[src/hdl/barcode_pkg.sv]
/*
 * Constants, types and register map for the barcode frame receiver.
 * Assumes a 40 MHz system clock and 32-bit AXI4-Lite register access.
 */
package barcode_pkg;
    // =========================================================================
    // timing
    localparam int unsigned CLK_HZ       = 40_000_000;
    localparam int unsigned BAUD         = 9600;
    localparam int unsigned BIT_CYCLES   = CLK_HZ / BAUD;
    localparam int unsigned BIT_CNT_W    = 16;
    // =========================================================================
    // character format and framing
    localparam int unsigned DATA_BITS    = 7;
    localparam logic [3:0]  PARITY_POS   = 4'h8;
    localparam logic [3:0]  STOP_POS     = 4'h9;
    localparam logic [6:0]  CHAR_START   = 7'h02;
    localparam logic [6:0]  CHAR_END     = 7'h03;
    localparam int unsigned MAX_CHARS    = 16;
    localparam logic [4:0]  MAX_LEN      = 5'h10;
    localparam int unsigned NAME_COUNT   = 4;
    // =========================================================================
    // register byte offsets
    localparam logic [7:0]  REG_CTRL     = 8'h00;
    localparam logic [7:0]  REG_STATUS   = 8'h04;
    localparam logic [7:0]  REG_CONFIRM  = 8'h08;
    localparam logic [7:0]  REG_PFX_LEN  = 8'h0C;
    localparam logic [7:0]  REG_PFX_CHAR = 8'h10;
    localparam logic [7:0]  REG_NAME_CHR = 8'h14;
    localparam logic [7:0]  REG_NAME_LEN = 8'h18;
    localparam logic [7:0]  REG_TEST0    = 8'h20;
    localparam logic [7:0]  REG_TEST3    = 8'h2C;
    // =========================================================================
    // fields
    localparam int unsigned CTRL_START   = 0;
    localparam int unsigned CTRL_ANNOT   = 1;
    localparam int unsigned CONF_YES     = 0;
    localparam int unsigned CONF_NO      = 1;
    localparam int unsigned IDX_LSB      = 8;
    localparam int unsigned ENTRY_LSB    = 12;
    localparam logic [1:0]  RESP_OKAY    = 2'h0;
    localparam logic [1:0]  RESP_SLVERR  = 2'h2;

    typedef struct packed {
        logic       valid;
        logic       bad;
        logic [6:0] code;
    } rx_char_t;

    typedef enum logic [3:0] {
        S_IDLE  = 4'h1,
        S_FRAME = 4'h2,
        S_EVAL  = 4'h4,
        S_WAIT  = 4'h8
    } frame_state_t;
endpackage

[src/hdl/barcode_frame_receiver.sv]
/*
 * Barcode frame receiver: serial character receiver, frame checker,
 * prefix insertion, program name match and annotation hand-off, with an
 * AXI4-Lite register slave. Assumes firmware owns storage and the log file,
 * and that rxd idles high and is synchronous to aclk.
 */
// Our own choices: the placing of the registers and register access over AXI4-Lite.
// Operation
// Serial 9600 baud, 7 data, even, 1 stop
// Frames open 0x02, close 0x03
// Scanner adds no other framing characters
// At most sixteen data characters per frame
// Two modes, enabling one disables other
// Name match loads program, confirm starts
// Unmatched scan in start mode discarded
// Annotation mode logs scan as event
// Up to sixteen prefix characters prepended
// Ignore scans while running, downloading, backing up
// Backup due during pending confirm skipped
// Scanner spaces scans three seconds apart
// Every good scan shown in test registers; scans sent while a confirm is pending are not received or shown
// Bad parity, stop, length, missing end discarded
`timescale 1ns/100ps
module barcode_frame_receiver
    import barcode_pkg::*;
#(
    parameter int unsigned BIT_PERIOD = BIT_CYCLES
) (
    input  wire logic        aclk,
    input  wire logic        aresetn,
    input  wire logic [7:0]  s_axi_awaddr,
    input  wire logic        s_axi_awvalid,
    output logic             s_axi_awready,
    input  wire logic [31:0] s_axi_wdata,
    input  wire logic [3:0]  s_axi_wstrb,
    input  wire logic        s_axi_wvalid,
    output logic             s_axi_wready,
    output logic [1:0]       s_axi_bresp,
    output logic             s_axi_bvalid,
    input  wire logic        s_axi_bready,
    input  wire logic [7:0]  s_axi_araddr,
    input  wire logic        s_axi_arvalid,
    output logic             s_axi_arready,
    output logic [31:0]      s_axi_rdata,
    output logic [1:0]       s_axi_rresp,
    output logic             s_axi_rvalid,
    input  wire logic        s_axi_rready,
    input  wire logic        rxd,
    input  wire logic        program_running,
    input  wire logic        remote_download,
    input  wire logic        backup_active,
    input  wire logic        backup_due,
    output logic             program_load,
    output logic             program_start,
    output logic [1:0]       program_index,
    output logic             log_event,
    output logic [5:0]       log_len,
    output logic             backup_go,
    output logic             backup_skip
);
    // =========================================================================
    // storage
    logic [6:0]   prefix [MAX_CHARS];
    logic [4:0]   prefix_len;
    logic [6:0]   scan   [MAX_CHARS];
    logic [4:0]   scan_len;
    logic [6:0]   test   [MAX_CHARS];
    logic [4:0]   test_len;
    logic [6:0]   names  [NAME_COUNT][MAX_CHARS];
    logic [4:0]   name_len [NAME_COUNT];
    logic         mode_start;
    logic         mode_annot;
    logic [7:0]   drop_count;
    logic [7:0]   scan_count;
    frame_state_t state;
    rx_char_t     rx;
    logic         frame_bad;

    // character of prefix followed by scan at combined position
    function automatic logic [6:0] joined_char(input logic [5:0] pos);
        logic [5:0] k;
        k = pos - {1'b0, prefix_len};
        if (pos < {1'b0, prefix_len}) begin
            return prefix[pos[3:0]];
        end
        return scan[k[3:0]];
    endfunction

    // =========================================================================
    // serial character receiver
    logic [BIT_CNT_W-1:0] bit_cnt;
    logic [3:0]           bit_num;
    logic                 rx_busy;
    logic [7:0]           shreg;

    // sample mid-bit, check parity
    always_ff @(posedge aclk) begin
        rx.valid <= 1'b0;
        if (!aresetn) begin
            rx_busy <= 1'b0;
            bit_cnt <= '0;
            bit_num <= '0;
            shreg   <= '0;
            rx      <= '0;
        end else if (!rx_busy) begin
            if (!rxd) begin
                rx_busy <= 1'b1;
                bit_cnt <= BIT_CNT_W'(BIT_PERIOD / 2);
                bit_num <= '0;
            end
        end else if (bit_cnt != '0) begin
            bit_cnt <= bit_cnt - 1'b1;
        end else begin
            bit_cnt <= BIT_CNT_W'(BIT_PERIOD - 1);
            bit_num <= bit_num + 1'b1;
            // glitch on the start bit is not a character
            if (bit_num == '0 && rxd) begin
                rx_busy <= 1'b0;
            end else if (bit_num == STOP_POS) begin
                rx_busy  <= 1'b0;
                rx.valid <= 1'b1;
                rx.code  <= shreg[DATA_BITS-1:0];
                // parity or stop error
                rx.bad   <= (^shreg) | ~rxd;
            end else if (bit_num != '0) begin
                shreg <= {rxd, shreg[7:1]};
            end
        end
    end

    // =========================================================================
    // name match, combinational over the table
    logic       hit;
    logic [1:0] hit_idx;
    logic [5:0] total_len;

    assign total_len = {1'b0, prefix_len} + {1'b0, scan_len};

    // exact match, every character
    always_comb begin
        logic eq;
        eq      = 1'b0;
        hit     = 1'b0;
        hit_idx = '0;
        for (int n = NAME_COUNT - 1; n >= 0; n--) begin
            eq = ({1'b0, name_len[n]} == total_len) && (total_len != '0);
            for (int c = 0; c < MAX_CHARS; c++) begin
                if (6'(c) < total_len && names[n][c] != joined_char(6'(c))) begin
                    eq = 1'b0;
                end
            end
            if (eq) begin
                hit     = 1'b1;
                hit_idx = 2'(n);
            end
        end
    end

    // =========================================================================
    // register write path
    logic        aw_have;
    logic        w_have;
    logic [7:0]  aw_addr;
    logic [31:0] w_data;
    logic        wr_fire;
    logic        conf_yes;
    logic        conf_no;

    assign s_axi_awready = !aw_have && !s_axi_bvalid;
    assign s_axi_wready  = !w_have && !s_axi_bvalid;
    assign wr_fire       = aw_have && w_have && !s_axi_bvalid;
    assign conf_yes = wr_fire && aw_addr == REG_CONFIRM && w_data[CONF_YES];
    assign conf_no  = wr_fire && aw_addr == REG_CONFIRM && w_data[CONF_NO];

    always_ff @(posedge aclk) begin
        if (!aresetn) begin
            aw_have      <= 1'b0;
            w_have       <= 1'b0;
            aw_addr      <= '0;
            w_data       <= '0;
            s_axi_bvalid <= 1'b0;
            s_axi_bresp  <= RESP_OKAY;
        end else begin
            if (s_axi_awvalid && s_axi_awready) begin
                aw_have <= 1'b1;
                aw_addr <= s_axi_awaddr;
            end
            if (s_axi_wvalid && s_axi_wready) begin
                w_have <= 1'b1;
                w_data <= (s_axi_wstrb != '0) ? s_axi_wdata : '0;
            end
            if (wr_fire) begin
                aw_have      <= 1'b0;
                w_have       <= 1'b0;
                s_axi_bvalid <= 1'b1;
                s_axi_bresp  <= (aw_addr <= REG_NAME_LEN && aw_addr != REG_STATUS)
                                ? RESP_OKAY : RESP_SLVERR;
            end else if (s_axi_bready) begin
                s_axi_bvalid <= 1'b0;
            end
        end
    end

    // settings registers
    always_ff @(posedge aclk) begin
        if (!aresetn) begin
            mode_start <= 1'b0;
            mode_annot <= 1'b0;
            prefix_len <= '0;
            for (int n = 0; n < NAME_COUNT; n++) begin
                name_len[n] <= '0;
            end
        end else if (wr_fire) begin
            case (aw_addr)
                REG_CTRL: begin
                    // start mode wins, other turns off
                    mode_start <= w_data[CTRL_START];
                    mode_annot <= w_data[CTRL_ANNOT] & ~w_data[CTRL_START];
                end
                REG_PFX_LEN: begin
                    // prefix length capped at sixteen
                    prefix_len <= (w_data[4:0] > MAX_LEN) ? MAX_LEN : w_data[4:0];
                end
                REG_PFX_CHAR: prefix[w_data[IDX_LSB+:4]] <= w_data[6:0];
                REG_NAME_CHR: names[w_data[ENTRY_LSB+:2]][w_data[IDX_LSB+:4]] <= w_data[6:0];
                REG_NAME_LEN: begin
                    name_len[w_data[ENTRY_LSB+:2]] <=
                        (w_data[4:0] > MAX_LEN) ? MAX_LEN : w_data[4:0];
                end
                default: ;
            endcase
        end
    end

    // =========================================================================
    // register read path
    always_ff @(posedge aclk) begin
        if (!aresetn) begin
            s_axi_rvalid <= 1'b0;
            s_axi_rdata  <= '0;
            s_axi_rresp  <= RESP_OKAY;
        end else if (s_axi_arvalid && s_axi_arready) begin
            s_axi_rvalid <= 1'b1;
            s_axi_rresp  <= RESP_OKAY;
            s_axi_rdata  <= '0;
            case (s_axi_araddr)
                REG_CTRL:    s_axi_rdata <= {30'h0, mode_annot, mode_start};
                REG_STATUS:  s_axi_rdata <= {scan_count, drop_count, 3'h0, test_len,
                                             2'h0, program_index, state};
                REG_PFX_LEN: s_axi_rdata <= {27'h0, prefix_len};
                default: begin
                    // test window, four characters a word
                    if (s_axi_araddr >= REG_TEST0 && s_axi_araddr <= REG_TEST3
                        && s_axi_araddr[1:0] == 2'h0) begin
                        for (int b = 0; b < 4; b++) begin
                            s_axi_rdata[b*8+:7] <= test[{s_axi_araddr[3:2], 2'(b)}];
                        end
                    end else begin
                        s_axi_rresp <= RESP_SLVERR;
                    end
                end
            endcase
        end else if (s_axi_rready) begin
            s_axi_rvalid <= 1'b0;
        end
    end

    assign s_axi_arready = !s_axi_rvalid;

    // =========================================================================
    // frame assembly and scan handling
    logic busy_ext;
    assign busy_ext = program_running | remote_download | backup_active;

    always_ff @(posedge aclk) begin
        program_load  <= 1'b0;
        program_start <= 1'b0;
        log_event     <= 1'b0;
        if (!aresetn) begin
            state         <= S_IDLE;
            scan_len      <= '0;
            frame_bad     <= 1'b0;
            drop_count    <= '0;
            scan_count    <= '0;
            test_len      <= '0;
            program_index <= '0;
            log_len       <= '0;
        end else begin
            case (state)
                S_IDLE: begin
                    // only a start character opens a frame
                    if (rx.valid && !rx.bad && rx.code == CHAR_START) begin
                        state     <= S_FRAME;
                        scan_len  <= '0;
                        frame_bad <= 1'b0;
                    end
                end
                S_FRAME: begin
                    if (rx.valid) begin
                        if (rx.bad) begin
                            frame_bad <= 1'b1;
                        end else if (rx.code == CHAR_START) begin
                            // end missing, restart on new start
                            drop_count <= drop_count + 1'b1;
                            scan_len   <= '0;
                            frame_bad  <= 1'b0;
                        end else if (rx.code == CHAR_END) begin
                            state <= S_IDLE;
                            if (frame_bad || scan_len == '0) begin
                                drop_count <= drop_count + 1'b1;
                            end else begin
                                state <= S_EVAL;
                            end
                        end else if (scan_len == MAX_LEN) begin
                            // seventeenth character spoils frame
                            frame_bad <= 1'b1;
                        end else begin
                            scan[scan_len[3:0]] <= rx.code;
                            scan_len <= scan_len + 1'b1;
                        end
                    end
                end
                S_EVAL: begin
                    state      <= S_IDLE;
                    scan_count <= scan_count + 1'b1;
                    test_len   <= scan_len;
                    // busy system ignores scan
                    if (!busy_ext) begin
                        if (mode_start && hit) begin
                            // load program, await confirm
                            program_load  <= 1'b1;
                            program_index <= hit_idx;
                            state         <= S_WAIT;
                        end else if (mode_annot) begin
                            // prefixed scan to running log
                            log_event <= 1'b1;
                            log_len   <= total_len;
                        end
                    end
                end
                S_WAIT: begin
                    // new scans ignored until answered
                    if (conf_yes) begin
                        program_start <= 1'b1;
                        state         <= S_IDLE;
                    end else if (conf_no) begin
                        state <= S_IDLE;
                    end
                end
                default: state <= S_IDLE;
            endcase
        end
    end

    // test display copy of each good scan received outside S_WAIT
    always_ff @(posedge aclk) begin
        if (state == S_EVAL) begin
            for (int c = 0; c < MAX_CHARS; c++) begin
                test[c] <= (5'(c) < scan_len) ? scan[c] : 7'h00;
            end
        end
    end

    // =========================================================================
    // backup scheduling
    // skip backup while confirm pending
    always_ff @(posedge aclk) begin
        if (!aresetn) begin
            backup_go   <= 1'b0;
            backup_skip <= 1'b0;
        end else begin
            backup_go   <= backup_due && state != S_WAIT;
            backup_skip <= backup_due && state == S_WAIT;
        end
    end
endmodule

[config.mk]
export PLATFORM = sky130hd
export DESIGN_NAME = barcode_frame_receiver
export DESIGN_NICKNAME = d
export VERILOG_FILES = /design/src/hdl/barcode_pkg.sv /design/src/hdl/barcode_frame_receiver.sv
export SDC_FILE = /design/constraint.sdc
export NUM_CORES = 2
export LEC_CHECK = 0
export BUFFER_PORTS_ARGS = -buffer_cell sky130_fd_sc_hd__buf_4
export CORE_MARGIN = 8
export CORE_UTILIZATION = 50
export DETAILED_ROUTE_END_ITERATION = 12
export GPL_ROUTABILITY_DRIVEN = 0
export PLACE_DENSITY = 0.68
export SLEW_MARGIN = 15
export SYNTH_ARGS = -nofsm -noshare
export SYNTH_HDL_FRONTEND = slang
export SYNTH_SLANG_ARGS = --single-unit
[constraint.sdc]
create_clock -name aclk -period 5.2 [get_ports aclk]
set_input_delay 0.78 -clock aclk [delete_from_list [all_inputs] [get_ports aclk]]
set_output_delay 0.78 -clock aclk [all_outputs]
set_load 0.1 [all_outputs]
## After elaboration in Yosys (flattened, before gate mapping)

Memory sizes are Yosys's and may differ from the RTL's.
Index checks and enable logic that the tools add are counted.

| word-level totals | value |
|---|---|
| bits of input ports | 64 |
| word-level logic and storage cells | 580 |
| register bits | 149 |
| output and inout bits | 54 |
| bits in writable memories | 804 |
| memories | 5 |

Memory list:

| name | words | bits a word | rd ports | clocked after Yosys merged registers in | write ports | line | source |
|---|---|---|---|---|---|---|---|
| names | 4 | 112 | 4 | 0 | 1 | barcode_frame_receiver.sv:69 | `logic [6:0] names [NAME_COUNT][MAX_CHARS];` |
| prefix | 16 | 7 | 16 | 0 | 1 | barcode_frame_receiver.sv:63 | `logic [6:0] prefix [MAX_CHARS];` |
| scan | 16 | 7 | 32 | 0 | 1 | barcode_frame_receiver.sv:65 | `logic [6:0] scan [MAX_CHARS];` |
| test | 16 | 7 | 4 | 0 | 16 | barcode_frame_receiver.sv:67 | `logic [6:0] test [MAX_CHARS];` |
| name_len | 4 | 5 | 4 | 0 | 4 | barcode_frame_receiver.sv:70 | `logic [4:0] name_len [NAME_COUNT];` |

| operators by class | value |
|---|---|
| order comparisons | 54 |
| reduce and logical (&&, ||, !) cells | 128 |
| muxes and demuxes | 226 |
| eq/ne operators | 97 |
| bitwise operators | 16 |
| add/subtract/negate cells | 22 |

Operators with widths:

| operator | count |
|---|---|
| $ne A7 B7 Y1 | 64 |
| $mux W7 | 53 |
| $mux W1 | 127 |
| $mux W112 | 1 |
| $logic_and A1 B1 Y1 | 88 |
| $lt A4 B5 Y1 const A | 16 |
| $lt A4 B6 Y1 const A | 8 |
| $mux W16 | 3 |
| $mux W4 | 12 |
| $pmux W7 S2 | 3 |
| $lt A3 B5 Y1 const A | 8 |
| $mux W5 | 8 |
| $sub A4 B4 Y4 const A | 8 |
| $demux W7 S4 | 1 |
| $eq A5 B6 Y1 | 4 |
| $eq A8 B4 Y1 const B | 3 |
| $eq A8 B5 Y1 const B | 3 |
| $lt A3 B6 Y1 const A | 4 |
| $mux W8 | 3 |
| $pmux W7 S3 | 1 |
| $lt A1 B5 Y1 const A | 4 |
| $lt A2 B5 Y1 const A | 4 |
| $add A8 B1 Y8 const B | 2 |
| $logic_not A8 Y1 | 2 |
| other kinds (57) | 113 |

## Logic depth before layout (Yosys ltp)

| depth | value |
|---|---|
| depth in word-level cells | 29 |
| mapped depth | 25 |
| mapped depth without buffers | 14 |

## Worst setup path after synthesis

Ideal clock, no wire load.

| timing path | value |
|---|---|
| kind | register to register |
| from | reg prefix_len[0] |
| to | reg log_len[2] |
| cell stages (with the launch flop) | 23 |
| arrival time | 5.475 ns |
| library setup time | 0.091 ns |
| setup slack | -0.366 ns |
| clock period less this slack | 5.566 ns |
| path buffers | 8 |
| data required time | 5.109 ns |
| cell sequence | dfxtp_1 > buf_2 > inv_1 > buf_1 > clkbuf_1 > buf_1 > ha_1 > buf_2 > buf_4 > buf_2 > buf_2 > mux2i_1 > mux2i_1 > o221ai_1 > a21oi_1 > a221oi_1 > a21oi_1 > a41oi_1 > nor3_1 > and4b_1 > o41ai_4 > a21oi_1 > a311oi_1 |

| on the way | value |
|---|---|
| longest elaborated chain between the ends | 28 |

RTL lines:

| element | line | source |
|---|---|---|
| start, declared | barcode_frame_receiver.sv:64 | `logic [4:0] prefix_len;` |
| start signal, assigned | barcode_frame_receiver.sv:222 | `prefix_len <= (w_data[4:0] > MAX_LEN) ? MAX_LEN : w_data[4:0];` |
| $sub A1 B4 Y4 / $lt A1 B5 Y1 (equally long branches) | barcode_frame_receiver.sv:82, barcode_frame_receiver.sv:83 |  |
| $mem_v2 Z16 W7 / $mux W1 (equally long branches) | -- |  |
| $mux W7 | barcode_frame_receiver.sv:86 | `return scan[k[3:0]];` |
| $ne A7 B7 Y1 | barcode_frame_receiver.sv:148 | `if (6'(c) < total_len && names[n][c] != joined_char(6'(c))) begin` |
| $logic_and A1 B1 Y1 | barcode_frame_receiver.sv:148 |  |
| $mux W1 (16 in series) | barcode_frame_receiver.sv:148 |  |
| $mux W1 (4 in series) | barcode_frame_receiver.sv:152 | `if (eq) begin` |
| $logic_and A1 B1 Y1 | barcode_frame_receiver.sv:329 | `if (mode_start && hit) begin` |
| $not A1 Y1 (no line) | -- |  |
| $reduce_and A4 Y1 (no line) | -- |  |
| end signal, assigned | barcode_frame_receiver.sv:337 | `log_len <= total_len;` |
| end, declared | barcode_frame_receiver.sv:57 | `output logic [5:0] log_len,` |

Parallel ways exist; a longest one is shown, timed or not.
A chain may end at the register's enable or synchronous reset.

## Worst setup path after layout

| timing path | value |
|---|---|
| from | reg prefix_len[1] |
| to | reg state[3] |

| on the way | value |
|---|---|
| longest elaborated chain between the ends | 29 |

RTL lines:

| element | line | source |
|---|---|---|
| $sub A1 B4 Y4 / $lt A1 B5 Y1 (equally long branches) | barcode_frame_receiver.sv:82, barcode_frame_receiver.sv:83 |  |
| $mem_v2 Z16 W7 / $mux W1 (equally long branches) | -- |  |
| $mux W7 | barcode_frame_receiver.sv:86 |  |
| $ne A7 B7 Y1 | barcode_frame_receiver.sv:148 |  |
| $logic_and A1 B1 Y1 | barcode_frame_receiver.sv:148 |  |
| $mux W1 (16 in series) | barcode_frame_receiver.sv:148 |  |
| $mux W1 (3 in series) | barcode_frame_receiver.sv:152 |  |
| $mux W1 * | barcode_frame_receiver.sv:152 |  |
| $logic_and A1 B1 Y1 * | barcode_frame_receiver.sv:329 |  |
| $mux W4 * | barcode_frame_receiver.sv:329 |  |
| $mux W4 * | barcode_frame_receiver.sv:328 | `if (!busy_ext) begin` |
| $pmux W4 S4 * | barcode_frame_receiver.sv:289 | `case (state)` |
| end signal, assigned | barcode_frame_receiver.sv:293 | `state <= S_FRAME;` |
| end signal, assigned | barcode_frame_receiver.sv:324 | `state <= S_IDLE;` |
| end signal, assigned | barcode_frame_receiver.sv:333 | `state <= S_WAIT;` |
| end, declared | barcode_frame_receiver.sv:75 | `frame_state_t state;` |

Every way passes the cells marked *; elsewhere a longest branch is shown, timed or not.

==> impl_metrics.yaml <==
yosys:
  yosys_warnings: 0
  yosysTopAreaCell: "edfxtp_1"
  syn_avg_cell_area_um2: 11.48
  yosys.area_share.simple: 0.1274
  synth-main-ff-cell: "edfxtp_1"
  synth-seq-area-share: 0.5104
  syn_area_um2: 53030
  netlist_instances: 4617
  synth_edf_count: 804
  synth.area.mux_share: 0.1098
  synth_top_family_by_area: "simple AND/OR/NAND/NOR gates"
  synth_xor_xnor_area_share: 0.09901
  synth_fa_ha_area_frac: 0.005569
  synth_compound_area_frac: 0.1208
  synthTopCellsByArea: "edfxtp_1 46%, dfxtp_1 5.5%, xnor2_1 5.5%"
  synth.distinct_cells: 104
  async_reset_ff_frac: 0
  ys_ff_latch: 950
  synth_top_cell_area_share: 0.4553
floorplanning:
  rows: 119
  die_height_um: 341.7
  num_io_pins: 118
  core_area_um2: 105300
  start_util: 0.5037
  die_area_um2: 116700
  die_width_um: 341.7
setup_path:
  crit_chain: "buf_12, buf_4, mux2i_1, mux4_2, or2_2, a21oi_1, or4_1, nor3_1, a21oi_1, nor3b_1, nand4_1, o41ai_1, o21bai_1, buf_12, a211oi_2"
  critPathMaxStageDelay_ns: 0.53
  crit_family: "simple AND/OR/NAND/NOR gates"
  critPathBufInv: 3
  cpMaxStageDelayCell: "mux4_2"
  worstPathRequired_ns: 5.82
  worstPathArrival_ns: 5.78
  crit_type: "reg2reg"
  worstPathMaxFanout: 34
  end_kind: "flop"
  crit_path_start_kind: "flop"
route:
  wl_per_cell_um: 31.32
  drc: 0
  ant_nets: 0
  drt_wl_total_um: 196400
  dr.pass1.iters: 7
  drt_iter0_drc: 6736
  vias: 42780
  viasPerCell: 6.822
pwr:
  p_sw_frac: 0.2224
  internal-power_mw: 12.86
  share_comb_of_total_power: 0.036
  p_sw_mw: 3.679
  finalPower_mw: 16.54
  vdd_drop_max_mv: 0.3402
  pwr-share-seq: 0.506
  p_leak_nw: 20.71
  p_per_area_nw_per_um2: 276.2
  p_clk_frac: 0.458
place:
  io_buffers: 94
  hpwl_um: 136900
  place_inst: 6077
sta:
  drv_slew: 0
  fin_hold_ws_ns: 0.2561
  clock-skew-final_ns: 0.03271
  fin_crit_sh: 0.9939
  finalSetupTns_ns: 0
  max-slew-margin-rel: 0.2361
  hold_violations: 0
  fmax_ghz: 0.1935
  setup_viol: 0
  tightest_slew_ns: 1.138
  rsz0062_at_grt: "no"
  period_needed_ns: 5.168
cts:
  cts.clk_slew.worst_paths_ns: 0.06
  cts.htree.levels: 3
  cts_tree: "done"
  clockBufferDepth: 3
  cts_root_buf: "clkbuf_16"
  cts.sinks: 950
  cts_buffers: 100
  clk_latency_ns: 0.71
  cts_hold_buf: 0
global_routing:
  grt_usage: 0.3239
  antenna_found_initial: 7
  grt_max_degree: 100
  overflow: 0
  grt_pass1_vias: 39750
  grt_pass1_wl_um: 279300
finish:
  stdcell_count: 6270
  fin_nets: 4878
  fin_util: 0.5688
  syn_to_final_growth_pct: 12.93
  drive_gt1_frac: 0.1502
worst_hold_path:
  hp-class: "in2reg"
job:
  cap_viol_max_count: 0
status:
  status: "complete, no violations"
layer usage:
| layer | vias to the layer above | track usage | wire length [µm] |
|---|---|---|---|
| li1 | 17930 | - | - |
| met1 | 20710 | 0.4194 | 71310 |
| met2 | 3289 | 0.4575 | 79750 |
| met3 | 839 | 0.1200 | 29240 |
| met4 | 8 | 0.2013 | 16000 |
| met5 | - | 0 | 99 |
registers in the layout, summed over array words and instances (netlist names), 5 cells and up:
name / flops
w_data: 13
prefix: 112
names: 448
bit_cnt: 16
prefix_len: 5
log_len: 6
rx: 9
scan_len: 5
test: 112
test_len: 5
scan_count: 8
drop_count: 8
name_len: 20
scan: 112
shreg: 8
aw_addr: 8
s_axi_rdata: 30
synth_stat cells (all sizes together) (13+ instances only):
cell type  count
xor2         264
a31oi         56
nand4         44
buf           81
nand2        251
nand2b        32
a22oi         68
o22ai         44
a41oi         30
mux2i        283
inv           85
o221ai        19
xnor2        332
o21ai        147
dfxtp        146
mux4         102
or3           38
nor4          61
o41ai         24
nand3        135
or2           18
a21oi        193
a21o          19
and3          16
a211o         15
a22o          24
o31ai         19
nor2         376
nor4b         16
ha            22
a221oi        37
clkbuf       166
a211oi        31
edfxtp       804
o211ai        14
nor2b        127
a222oi        15
nor3         127
mux2          61
and2          48
o2111ai       13
a2111oi       25
power groups by stage:
stage                     clock [mW]  combinational, mW  sequential, mW
after floorplan                    0              0.245            8.63
after global placement             0              0.574            8.53
after detailed placement           0              0.580            8.53
after CTS                       7.64              0.583            8.37
after global routing            7.90              0.616            8.38
final                           7.58              0.589            8.38
what timing repair did:
action / 4_1_cts / 5_1_grt
gates resized for setup: 0 / 23
setup endpoints to repair: 0 / 12
buffers inserted: 0 / 3
path summary, 6_finish.rpt:
kind                                 startpoint  depth (start not counted)              end  slack [ns]
worst min register to register  s_axi_rdata[23]                          2  s_axi_rdata[23]        0.46
worst max register to register    prefix_len[1]                         15         state[3]        0.03
worst min-delay path               s_axi_rready                          2     s_axi_rvalid        0.26
worst max-delay path              prefix_len[1]                         15         state[3]        0.03
cells by family after synthesis:
kind of cell | Yosys count
simple gates | 1350
flops | 950
compound gates | 917
xor+xnor | 597
mux | 446
buf+inv | 333
fa+ha+maj | 23
other cells | 1
cells in the final DEF, fill, tap and decap left out, types with 102 or more instances in the layout:
cell type	n
edfxtp_1	804
nor2_1	375
xnor2_1	330
buf_4	307
mux2i_1	283
xor2_1	262
nand2_1	250
a21oi_1	191
o21ai_0	137
nand3_1	135
dfxtp_1	134
nor3_1	126
nor2b_1	124
clkbuf_16	105
mux4_2	102
stage by stage:
step	setup slack [ns]	instance area (µm²)
after floorplan	0.03892	53070
after global placement	0.1739	56240
after detailed placement	0.1182	56240
after CTS	0.1133	59720
after global routing	0.01283	59870
final	0.03156	59880
layout make-up:
class	count	area (µm²)
antenna	4	10.01
clock buffer	122	2755
timing repair buffer	316	2476
clock inverter	64	725.7
tap	1391	1740
fill	8641	45390
sequential	950	27110
multi-input combinational	3337	24740
inverter	86	325.3
No activity file was read; power rests on OpenSTA's default activity.
